File: src/rtl/sng_pkg.sv
package sng_pkg;

  // ****************************************
  // Line rates, primitives and negotiation states
  // ****************************************
  typedef enum logic [1:0]
  {
    SNG_RATE_NONE = 2'h0,
    SNG_RATE_GEN1 = 2'h1,
    SNG_RATE_GEN2 = 2'h2,
    SNG_RATE_GEN3 = 2'h3
  } sng_rate_e;

  typedef enum logic [1:0]
  {
    SNG_TX_TONE = 2'h0,
    SNG_TX_ALIGN = 2'h1,
    SNG_TX_SYNC = 2'h2
  } sng_tx_e;

  typedef enum logic [1:0]
  {
    SNG_ST_TONE = 2'h0,
    SNG_ST_ALIGN = 2'h1,
    SNG_ST_IDLE = 2'h2
  } sng_state_e;

  // ****************************************
  // Counts and reset values
  // ****************************************
  localparam int SNG_CLK_MHZ = 100;
  localparam int SNG_RX_HOLD_NS = 40;
  localparam int SNG_RX_HOLD_CYC = (SNG_RX_HOLD_NS * SNG_CLK_MHZ + 999) / 1000;
  localparam int SNG_ALIGN_CNT = 4;
  localparam logic [1:0] SNG_RATE_RST = 2'h1;

endpackage

File: src/rtl/sng_rx_if.sv
`timescale 1ns/1ps
interface sng_rx_if;
  import sng_pkg::*;
  logic align_ok;
  logic [1:0] align_rate;
  logic cominit;
  logic sync_seen;

  modport det
  (
    output align_ok,
    output align_rate,
    output cominit,
    output sync_seen
  );

  modport fsm
  (
    input align_ok,
    input align_rate,
    input cominit,
    input sync_seen
  );
endinterface

File: src/rtl/sng_rx_detect.sv
`timescale 1ns/1ps
module sng_rx_detect
(
  // Clock and reset
  input wire logic clk_sys,
  input wire logic rst,
  // Raw receive indications, already on clk_sys
  input wire logic align_in,
  input wire logic [1:0] rate_in,
  input wire logic cominit_in,
  input wire logic sync_in,
  // Qualified ALIGNp indications; cominit and sync_seen pass straight through
  sng_rx_if.det rx
);
  import sng_pkg::*;

  logic [1:0] rate_r;
  logic [1:0] rate_nxt;
  logic [2:0] cnt_r;
  logic [2:0] cnt_nxt;
  logic rate_supported;
  logic same_rate;

  // A GEN3 alias may look valid for a few words, so the rate must both be
  // supported and stay constant for several words before it counts.
  assign rate_supported = align_in && (rate_in == SNG_RATE_GEN1 || rate_in == SNG_RATE_GEN2);
  assign same_rate = rate_supported && rate_in == rate_r;
  assign rate_nxt = rate_supported ? rate_in : SNG_RATE_NONE;
  assign cnt_nxt = !rate_supported ? 3'h0 : (!same_rate ? 3'h1 :
                   (cnt_r == 3'(SNG_ALIGN_CNT) ? cnt_r : cnt_r + 3'h1));

  always_ff @(posedge clk_sys)
  begin
    if (rst)
    begin
      rate_r <= SNG_RATE_NONE;
      cnt_r <= 3'h0;
    end
    else
    begin
      rate_r <= rate_nxt;
      cnt_r <= cnt_nxt;
    end
  end

  assign rx.align_ok = cnt_r == 3'(SNG_ALIGN_CNT);
  assign rx.align_rate = rate_r;
  assign rx.cominit = cominit_in;
  assign rx.sync_seen = sync_in;
endmodule

File: src/rtl/sng_host_neg.sv
`timescale 1ns/1ps
module sng_host_neg
(
  // Clock and reset
  input wire logic clk_sys,
  input wire logic rst,
  // Software port reset request
  input wire logic sw_reset,
  // Receive indications from the PHY, asynchronous to clk_sys
  input wire logic rx_align,
  input wire logic [1:0] rx_rate,
  input wire logic rx_cominit,
  input wire logic rx_sync,
  // Transmit control toward the PHY
  output logic [1:0] tx_kind,
  output logic [1:0] tx_rate,
  // Status
  output logic link_up
);
  import sng_pkg::*;

  // ****************************************
  // Input synchronisers
  // ****************************************
  logic [4:0] meta_r;
  logic [4:0] sync_r;
  logic [1:0] rate_s_r;
  logic [1:0] rate_pair;
  logic sw_meta_r;
  logic sw_sync_r;

  // The two rate bits may cross on different edges, so a rate only counts once
  // two successive synchronised samples agree; a torn pair reads as no rate.
  always_ff @(posedge clk_sys)
  begin
    if (rst)
    begin
      meta_r <= 5'h00;
      sync_r <= 5'h00;
      rate_s_r <= 2'h0;
      sw_meta_r <= 1'b0;
      sw_sync_r <= 1'b0;
    end
    else
    begin
      meta_r <= {rx_sync, rx_cominit, rx_rate, rx_align};
      sync_r <= meta_r;
      rate_s_r <= sync_r[2:1];
      sw_meta_r <= sw_reset;
      sw_sync_r <= sw_meta_r;
    end
  end

  // ****************************************
  // Receive qualification
  // ****************************************
  sng_rx_if rx_q();

  assign rate_pair = (sync_r[2:1] == rate_s_r) ? rate_s_r : SNG_RATE_NONE;

  sng_rx_detect u_det
  (
    .clk_sys(clk_sys),
    .rst(rst || sw_sync_r),
    .align_in(sync_r[0]),
    .rate_in(rate_pair),
    .cominit_in(sync_r[3]),
    .sync_in(sync_r[4]),
    .rx(rx_q.det)
  );

  // ****************************************
  // Negotiation state machine
  // ****************************************
  sng_state_e state_r;
  sng_state_e state_nxt;
  logic [1:0] rate_r;
  logic [1:0] rate_nxt;
  logic [1:0] kind_nxt;
  logic [1:0] txr_nxt;
  logic restart;

  assign restart = sw_sync_r || rx_q.cominit;

  always_comb
  begin
    state_nxt = state_r;
    rate_nxt = rate_r;
    unique case (state_r)
      SNG_ST_TONE:
      begin
        if (rx_q.align_ok)
        begin
          state_nxt = SNG_ST_ALIGN;
          rate_nxt = rx_q.align_rate;
        end
      end
      SNG_ST_ALIGN:
      begin
        // Losing the target's ALIGNp at our rate means it stepped down;
        // return to the tone rather than stay parked at a stale rate.
        if (rx_q.sync_seen)
          state_nxt = SNG_ST_IDLE;
        else if (!rx_q.align_ok || rx_q.align_rate != rate_r)
        begin
          state_nxt = SNG_ST_TONE;
          rate_nxt = SNG_RATE_RST;
        end
      end
      SNG_ST_IDLE:
      begin
        state_nxt = SNG_ST_IDLE;
      end
      default:
      begin
        state_nxt = SNG_ST_TONE;
        rate_nxt = SNG_RATE_RST;
      end
    endcase
    if (restart)
    begin
      state_nxt = SNG_ST_TONE;
      rate_nxt = SNG_RATE_RST;
    end
  end

  assign kind_nxt = state_nxt == SNG_ST_TONE ? SNG_TX_TONE :
                    (state_nxt == SNG_ST_ALIGN ? SNG_TX_ALIGN : SNG_TX_SYNC);
  assign txr_nxt = state_nxt == SNG_ST_TONE ? SNG_RATE_GEN1 : rate_nxt;

  always_ff @(posedge clk_sys)
  begin
    if (rst)
    begin
      state_r <= SNG_ST_TONE;
      rate_r <= SNG_RATE_RST;
      tx_kind <= SNG_TX_TONE;
      tx_rate <= SNG_RATE_GEN1;
      link_up <= 1'b0;
    end
    else
    begin
      state_r <= state_nxt;
      rate_r <= rate_nxt;
      tx_kind <= kind_nxt;
      tx_rate <= txr_nxt;
      link_up <= state_nxt == SNG_ST_IDLE;
    end
  end

  // ****************************************
  // Checks
  // ****************************************
  a_tone_gen1_rate: assert property (@(posedge clk_sys) disable iff (rst)
    tx_kind == SNG_TX_TONE |-> tx_rate == SNG_RATE_GEN1)
    else $error("tone sent at a rate other than GEN1");

  a_no_gen3_reply: assert property (@(posedge clk_sys) disable iff (rst)
    tx_kind != SNG_TX_TONE |-> tx_rate inside {SNG_RATE_GEN1, SNG_RATE_GEN2})
    else $error("host replied at an unsupported rate");

  a_align_same_rate: assert property (@(posedge clk_sys) disable iff (rst)
    state_r == SNG_ST_TONE && rx_q.align_ok && !restart |=> tx_kind == SNG_TX_ALIGN
    && tx_rate == $past(rx_q.align_rate))
    else $error("ALIGNp reply rate differs from target rate");

  a_tone_until_ok: assert property (@(posedge clk_sys) disable iff (rst)
    state_r == SNG_ST_TONE && !rx_q.align_ok |=> tx_kind == SNG_TX_TONE)
    else $error("left tone without recognised ALIGNp");

  a_sync_after_align: assert property (@(posedge clk_sys) disable iff (rst)
    state_r == SNG_ST_ALIGN && rx_q.sync_seen && !restart |=> tx_kind == SNG_TX_SYNC && link_up)
    else $error("no SYNCp after negotiation");

  a_sw_reset_tone: assert property (@(posedge clk_sys) disable iff (rst)
    sw_sync_r |=> tx_kind == SNG_TX_TONE && !link_up)
    else $error("software reset did not restart negotiation");

  a_cominit_tone: assert property (@(posedge clk_sys) disable iff (rst)
    rx_q.cominit |=> tx_kind == SNG_TX_TONE && tx_rate == SNG_RATE_GEN1)
    else $error("COMINIT did not return host to tone");

  a_reset_start: assert property (@(posedge clk_sys)
    $fell(rst) |-> (tx_kind == SNG_TX_TONE && !link_up) [*2])
    else $error("negotiation not restarted after reset");

  // The first check below watches the qualified receive side on its own,
  // so a detector that let an aliased rate through would trip it as well.
  a_gen3_refused: assert property (@(posedge clk_sys) disable iff (rst)
    rx_q.align_ok |-> rx_q.align_rate inside {SNG_RATE_GEN1, SNG_RATE_GEN2})
    else $error("unsupported rate recognised as ALIGNp");

  a_align_rate_match: assert property (@(posedge clk_sys) disable iff (rst)
    tx_kind == SNG_TX_ALIGN && rx_q.align_ok |-> tx_rate == rx_q.align_rate)
    else $error("ALIGNp sent at a rate the target is not using");

  a_idle_holds: assert property (@(posedge clk_sys) disable iff (rst)
    state_r == SNG_ST_IDLE && !restart |=> state_r == SNG_ST_IDLE && link_up)
    else $error("logical idle left without a restart");

  a_link_idle_only: assert property (@(posedge clk_sys) disable iff (rst)
    link_up |-> tx_kind == SNG_TX_SYNC && state_r == SNG_ST_IDLE)
    else $error("link reported up outside logical idle");

  a_sw_clears_detect: assert property (@(posedge clk_sys) disable iff (rst)
    sw_sync_r |=> !rx_q.align_ok)
    else $error("software reset left a recognised ALIGNp behind");

  a_cominit_rate: assert property (@(posedge clk_sys) disable iff (rst)
    rx_q.cominit |=> rate_r == SNG_RATE_RST && state_r == SNG_ST_TONE)
    else $error("COMINIT kept a partly negotiated rate");

endmodule

File: config.mk
export PLATFORM = sky130hd
export DESIGN_NAME = sng_host_neg
export DESIGN_NICKNAME = d
export VERILOG_FILES = /design/src/rtl/sng_pkg.sv /design/src/rtl/sng_rx_if.sv /design/src/rtl/sng_rx_detect.sv /design/src/rtl/sng_host_neg.sv
export SDC_FILE = /design/constraint.sdc
export NUM_CORES = 1
export LEC_CHECK = 0
export ABC_AREA = 1
export BUFFER_PORTS_ARGS = -buffer_cell sky130_fd_sc_hd__buf_2
export CAP_MARGIN = 20
export CORE_MARGIN = 4
export CORE_UTILIZATION = 55
export DETAILED_ROUTE_END_ITERATION = 7
export HOLD_SLACK_MARGIN = 0.15
export PLACE_DENSITY = 0.76
export SKIP_LAST_GASP = 1
export SLEW_MARGIN = 20
export SYNTH_ARGS = -nofsm -noshare
export SYNTH_HDL_FRONTEND = slang
export SYNTH_HIERARCHICAL = 1
export SYNTH_SLANG_ARGS = --single-unit
File: constraint.sdc
create_clock -name clk_sys -period 3.9 [get_ports clk_sys]
set_clock_uncertainty 0.15 [all_clocks]
set_input_delay 0.195 -clock clk_sys [delete_from_list [all_inputs] [get_ports clk_sys]]
set_output_delay 0.195 -clock clk_sys [all_outputs]
set_load 0.02 [all_outputs]
Yosys cells after proc, flatten, opt, wreduce, memory -nomap -nowiden. Index checks and enable logic that the tools add are counted.

Bits of input ports: 8. Register bits: 28.

$add $sub $neg: 1. Reduce and logical (&&, ||, !) cells: 12. Equality and inequality tests: 11. Bitwise gates (word level): 2. Muxes and demuxes: 14.

Operators with widths (number): 2-bit two-way mux (10); 2-bit case mux with 3 select lines (2); 2-bit by 1-bit equality test with 1-bit output, second input constant (3); 2-bit equality test, second input constant (3); 2-bit equality test (2); 2-bit logical NOT (2); 1-bit logical OR (4); 2-bit OR reduction (2); 3-bit by 1-bit adder with 3-bit output, second input constant (1); 3-bit equality test, second input constant (1); 3-bit OR reduction (1); 1-bit logical AND (2); 1-bit two-way mux (2); 2-bit inequality test (1); 2-bit inequality test, second input constant (1); 1-bit NOT (2); 1-bit logical NOT (1).

Longest topological paths before layout.
Word-level depth: 9. Depth in mapped cells: 12. Depth with buffers taken out: 12.

Hierarchy. The synthesis kept the hierarchy.

By module, submodules not included: sng_host_neg (cells each 117, area each 865.8 µm², instances 1); sng_rx_detect (cells each 45, area each 304.0 µm², instances 1).

Worst setup path after synthesis. Ideal clock, no wire load.

Path type: register to register. Start: reg u_det.cnt_r[0]. End: reg tx_rate[0]. Period minus slack after synthesis: 1512 ps. Stages on the path, launching flop included: 12. Data required time: 3627 ps. Slack: 2388 ps. Data arrival time: 1239 ps. Buffers on the path: 0. Path through: dfxtp_1 > inv_1 > ha_1 > nand2_1 > inv_1 > inv_2 > a21oi_2 > nand3_1 > nand2_1 > nand2_1 > a21oi_2 > nand3_1.

Longest elaborated chain between the ends: 9.

RTL lines: start: declaration (line sng_rx_detect.sv:19) `logic [2:0] cnt_r;`; start signal: assignment (line sng_rx_detect.sv:42) `cnt_r <= cnt_nxt;`; 3-bit equality test (*) (line sng_rx_detect.sv:46) `assign rx.align_ok = cnt_r == 3'(SNG_ALIGN_CNT);`; net rx_q.align_ok (line sng_rx_if.sv:4) `logic align_ok;`; 1-bit logical NOT (line sng_host_neg.sv:104) `else if (!rx_q.align_ok || rx_q.align_rate != rate_r)`; 1-bit logical OR (line sng_host_neg.sv:104); 2-bit two-way mux (line sng_host_neg.sv:104); 2-bit two-way mux (line sng_host_neg.sv:102) `if (rx_q.sync_seen)`; 2-bit case mux with 3 select lines (line sng_host_neg.sv:89) `unique case (state_r)`; 2-bit two-way mux (line sng_host_neg.sv:120) `if (restart)`; 2-bit logical NOT (line sng_host_neg.sv:129) `assign txr_nxt = state_nxt == SNG_ST_TONE ? SNG_RATE_GEN1 : rate_nxt;`; 2-bit OR reduction (no source line); end signal: assignment (line sng_host_neg.sv:146) `tx_rate <= txr_nxt;`; end: declaration (line sng_host_neg.sv:16) `output logic [1:0] tx_rate,`.

Mark *: on every way through the listed nets, which the timed path passes. The rest lies on a longest branch. A chain may end at the register's enable or synchronous reset.

Worst setup path after layout. Same ends and word-level chain as after synthesis.

==> impl_metrics.ini <==
[outcome]
status = finished clean

[sta]
max_freq_mhz = 573
worst_pin_slew_ns = 0.370
rsz0062_at_grt = no
slew_headroom_pct = 75.3
finalCriticalPeriod_ns = 1.74
fin_ws_ns = 2.16
fin_crit_sh_pct = 44.7
finalHoldViolCount = 0
fin_setup_tns_ns = 0
setup_viol = 0
report.final.slew_viol_count = 0

[clock_network]
tritoncts = yes
cts-root-buf = clkbuf_4
htree_levels = 1
clkTransAtPathRegs_ns = 0.15
clk_latency_ns = 0.34
postCtsSetupBuffers = 0
clock_sinks = 28
cts_buffers = 3
clockBufferDepth = 2

[power]
p_sw_mw = 0.102
power.total_mw = 0.468
pwr-share-clk_pct = 30.8
p_sw_share_pct = 21.8
p_leak_nw = 0.678
power_density_mw_per_mm2 = 332
combPwrFrac_pct = 6.1
internal_power_mw = 0.366
power_frac_seq_pct = 63.1
ir_drop_mv = 0.350

[floorplanning]
die_y_um = 54.1
io_pins = 13
dieArea_mm2 = 0.00293
rows = 16
core_mm2 = 0.00198
start_util_pct = 59.0
die_width_um = 54.1

[routing]
drc = 0
met3_length_um = 76
vias = 962
wl_met1_um = 965
wl_met2_mm = 1.10
routed_wl_mm = 2.19
drt-pass1-iter-count = 4
avgRoutedWirePerCell_um = 10.2
first_iter_violations = 24
highest_layer = met4
routed_via_density = 4.50
ant_nets = 0

[logic_synthesis]
synth_seq_area_share_pct = 47.9
syn-num-nets = 172
yosys.area_share.simple_pct = 29.8
synth.distinct_cells = 20
synth_top_family_by_area = simple AND/OR/NAND/NOR gates
syn-mean-instance-area_um2 = 7.22
synth_mux_area_share_pct = 0
synth_area_mm2 = 0.00117
yosysWarningCount = 6
synth_compound_area_share_pct = 5.56
synth-adder-area-share_pct = 2.14
synthCells = 162
ys_ff_latch = 28
synth-xor-area-share_pct = 0.749

[finish]
drive_gt1_share_pct = 19.8
final_cell_mix = 31 x inv_1, 30 x nor2_1, 29 x nand2_1
num-fill-cells = 149
syn_to_final_growth_pct = 20.3
nets = 198
layoutNonFillerInstCount = 214
n_antenna_cell = 0
final_util_pct = 71.0
final_common_cell = inv_1

[place]
pre_cts_ws_ns = 2.16
gp_congestion = 0.864
io_buffers = 12
dpl.cell_count = 197
hpwl_mm = 1.40

[global_route]
grt_use_total_pct = 18.6
grt_pass1_wl_mm = 3.83
antenna_found_initial = 0
gr-total-overflow = 0
grt_max_degree = 23
grt_pass1_vias = 917

[critical_path]
startpoint_type = flop
cp.arrival_ns = 1.84
cp-end-kind = flop
path_class = reg2reg
critical_path_required_ns = 4.00
crit_fanout = 7

[hold_path]
hold_path_class = reg2reg

[job]
maxCapViolations = 0
final cells by class:
cell class,count,area (um2),area share (%)
well taps,27,33.8,2.40
flip-flops and latches,28,561,39.8
clock buffers,4,36.3,2.58
repair buffers,25,190,13.5
multi-input cells,93,448,31.8
inverters,37,139,9.87
stage by stage:
stage               cell area, um2  hold WS [ns]
finish                        1410         0.260
global route                  1410         0.281
CTS                           1410         0.260
detailed placement            1240         0.242
global placement              1240         0.239
floorplan                     1170         0.152
cells in the mapped netlist, drive strengths merged:
cell type | number | area, um2
or2 | 3 | 18.8
o211ai | 1 | 7.51
nand4 | 1 | 6.26
o21ai | 4 | 20.0
a21oi | 6 | 37.5
dfxtp | 28 | 561
inv | 37 | 139
nand3 | 6 | 30.0
nor2 | 34 | 148
buf | 2 | 15.0
ha | 2 | 25.0
clkbuf | 2 | 7.51
nand2 | 35 | 146
xor2 | 1 | 8.76
metal layers:
metal | up-vias | GRT usage (%)
met1 | 424 | 20.6
met3 | 4 | 3.32
met4 | 0 | 8.71
met2 | 16 | 33.7
met5 | - | 0
li1 | 518 | -
power groups by stage:
stage	clock network [mW]	registers [mW]	logic (mW)
after floorplan	0	0.301	0.0139
after global placement	0	0.301	0.0168
after detailed placement	0	0.301	0.0174
after CTS	0.144	0.295	0.0272
after global routing	0.156	0.296	0.0328
final	0.144	0.295	0.0286
logic make-up after synthesis:
group / count (synthesis)
xor+xnor: 1
fa+ha+maj: 2
flops: 28
buf+inv: 41
simple gates: 79
compound gates: 11
worst paths after layout:
kind / start / endpoint / slack [ns] / cells after the start
worst max register to register: u_det/cnt_r[0] / tx_rate[0] / 2.16 / 11
worst min register to register: sw_meta_r / sw_sync_r / 0.26 / 2
worst max-delay path: u_det/cnt_r[0] / tx_rate[0] / 2.16 / 11
worst min-delay path: sw_meta_r / sw_sync_r / 0.26 / 2
critical path: stages, from the launching register on:
cell and delay, ns:
dfxtp_1 0.35, inv_1 0.09, ha_1 0.14, nand2_1 0.10
inv_1 0.21, inv_2 0.07, a21oi_2 0.10, nand3_1 0.08
nand2_1 0.09, nand2_1 0.06, a21oi_2 0.13, nand3_1 0.07
sequential cells by signal (all words and copies together) (netlist names), 2 cells and up:
| name | count |
|---|---|
| meta_r | 5 |
| rate_r | 2 |
| rate_s_r | 2 |
| state_r | 2 |
| sync_r | 5 |
| tx_kind | 2 |
| tx_rate | 2 |
| u_det/cnt_r | 3 |
| u_det/rx.align_rate | 2 |
timing repair:
item / in CTS / in global routing
hold buffers: 13 / 0
hold endpoints to repair: 21 / 0
gates resized for setup: 0 / 0
No activity file was read; power rests on OpenSTA's default activity.
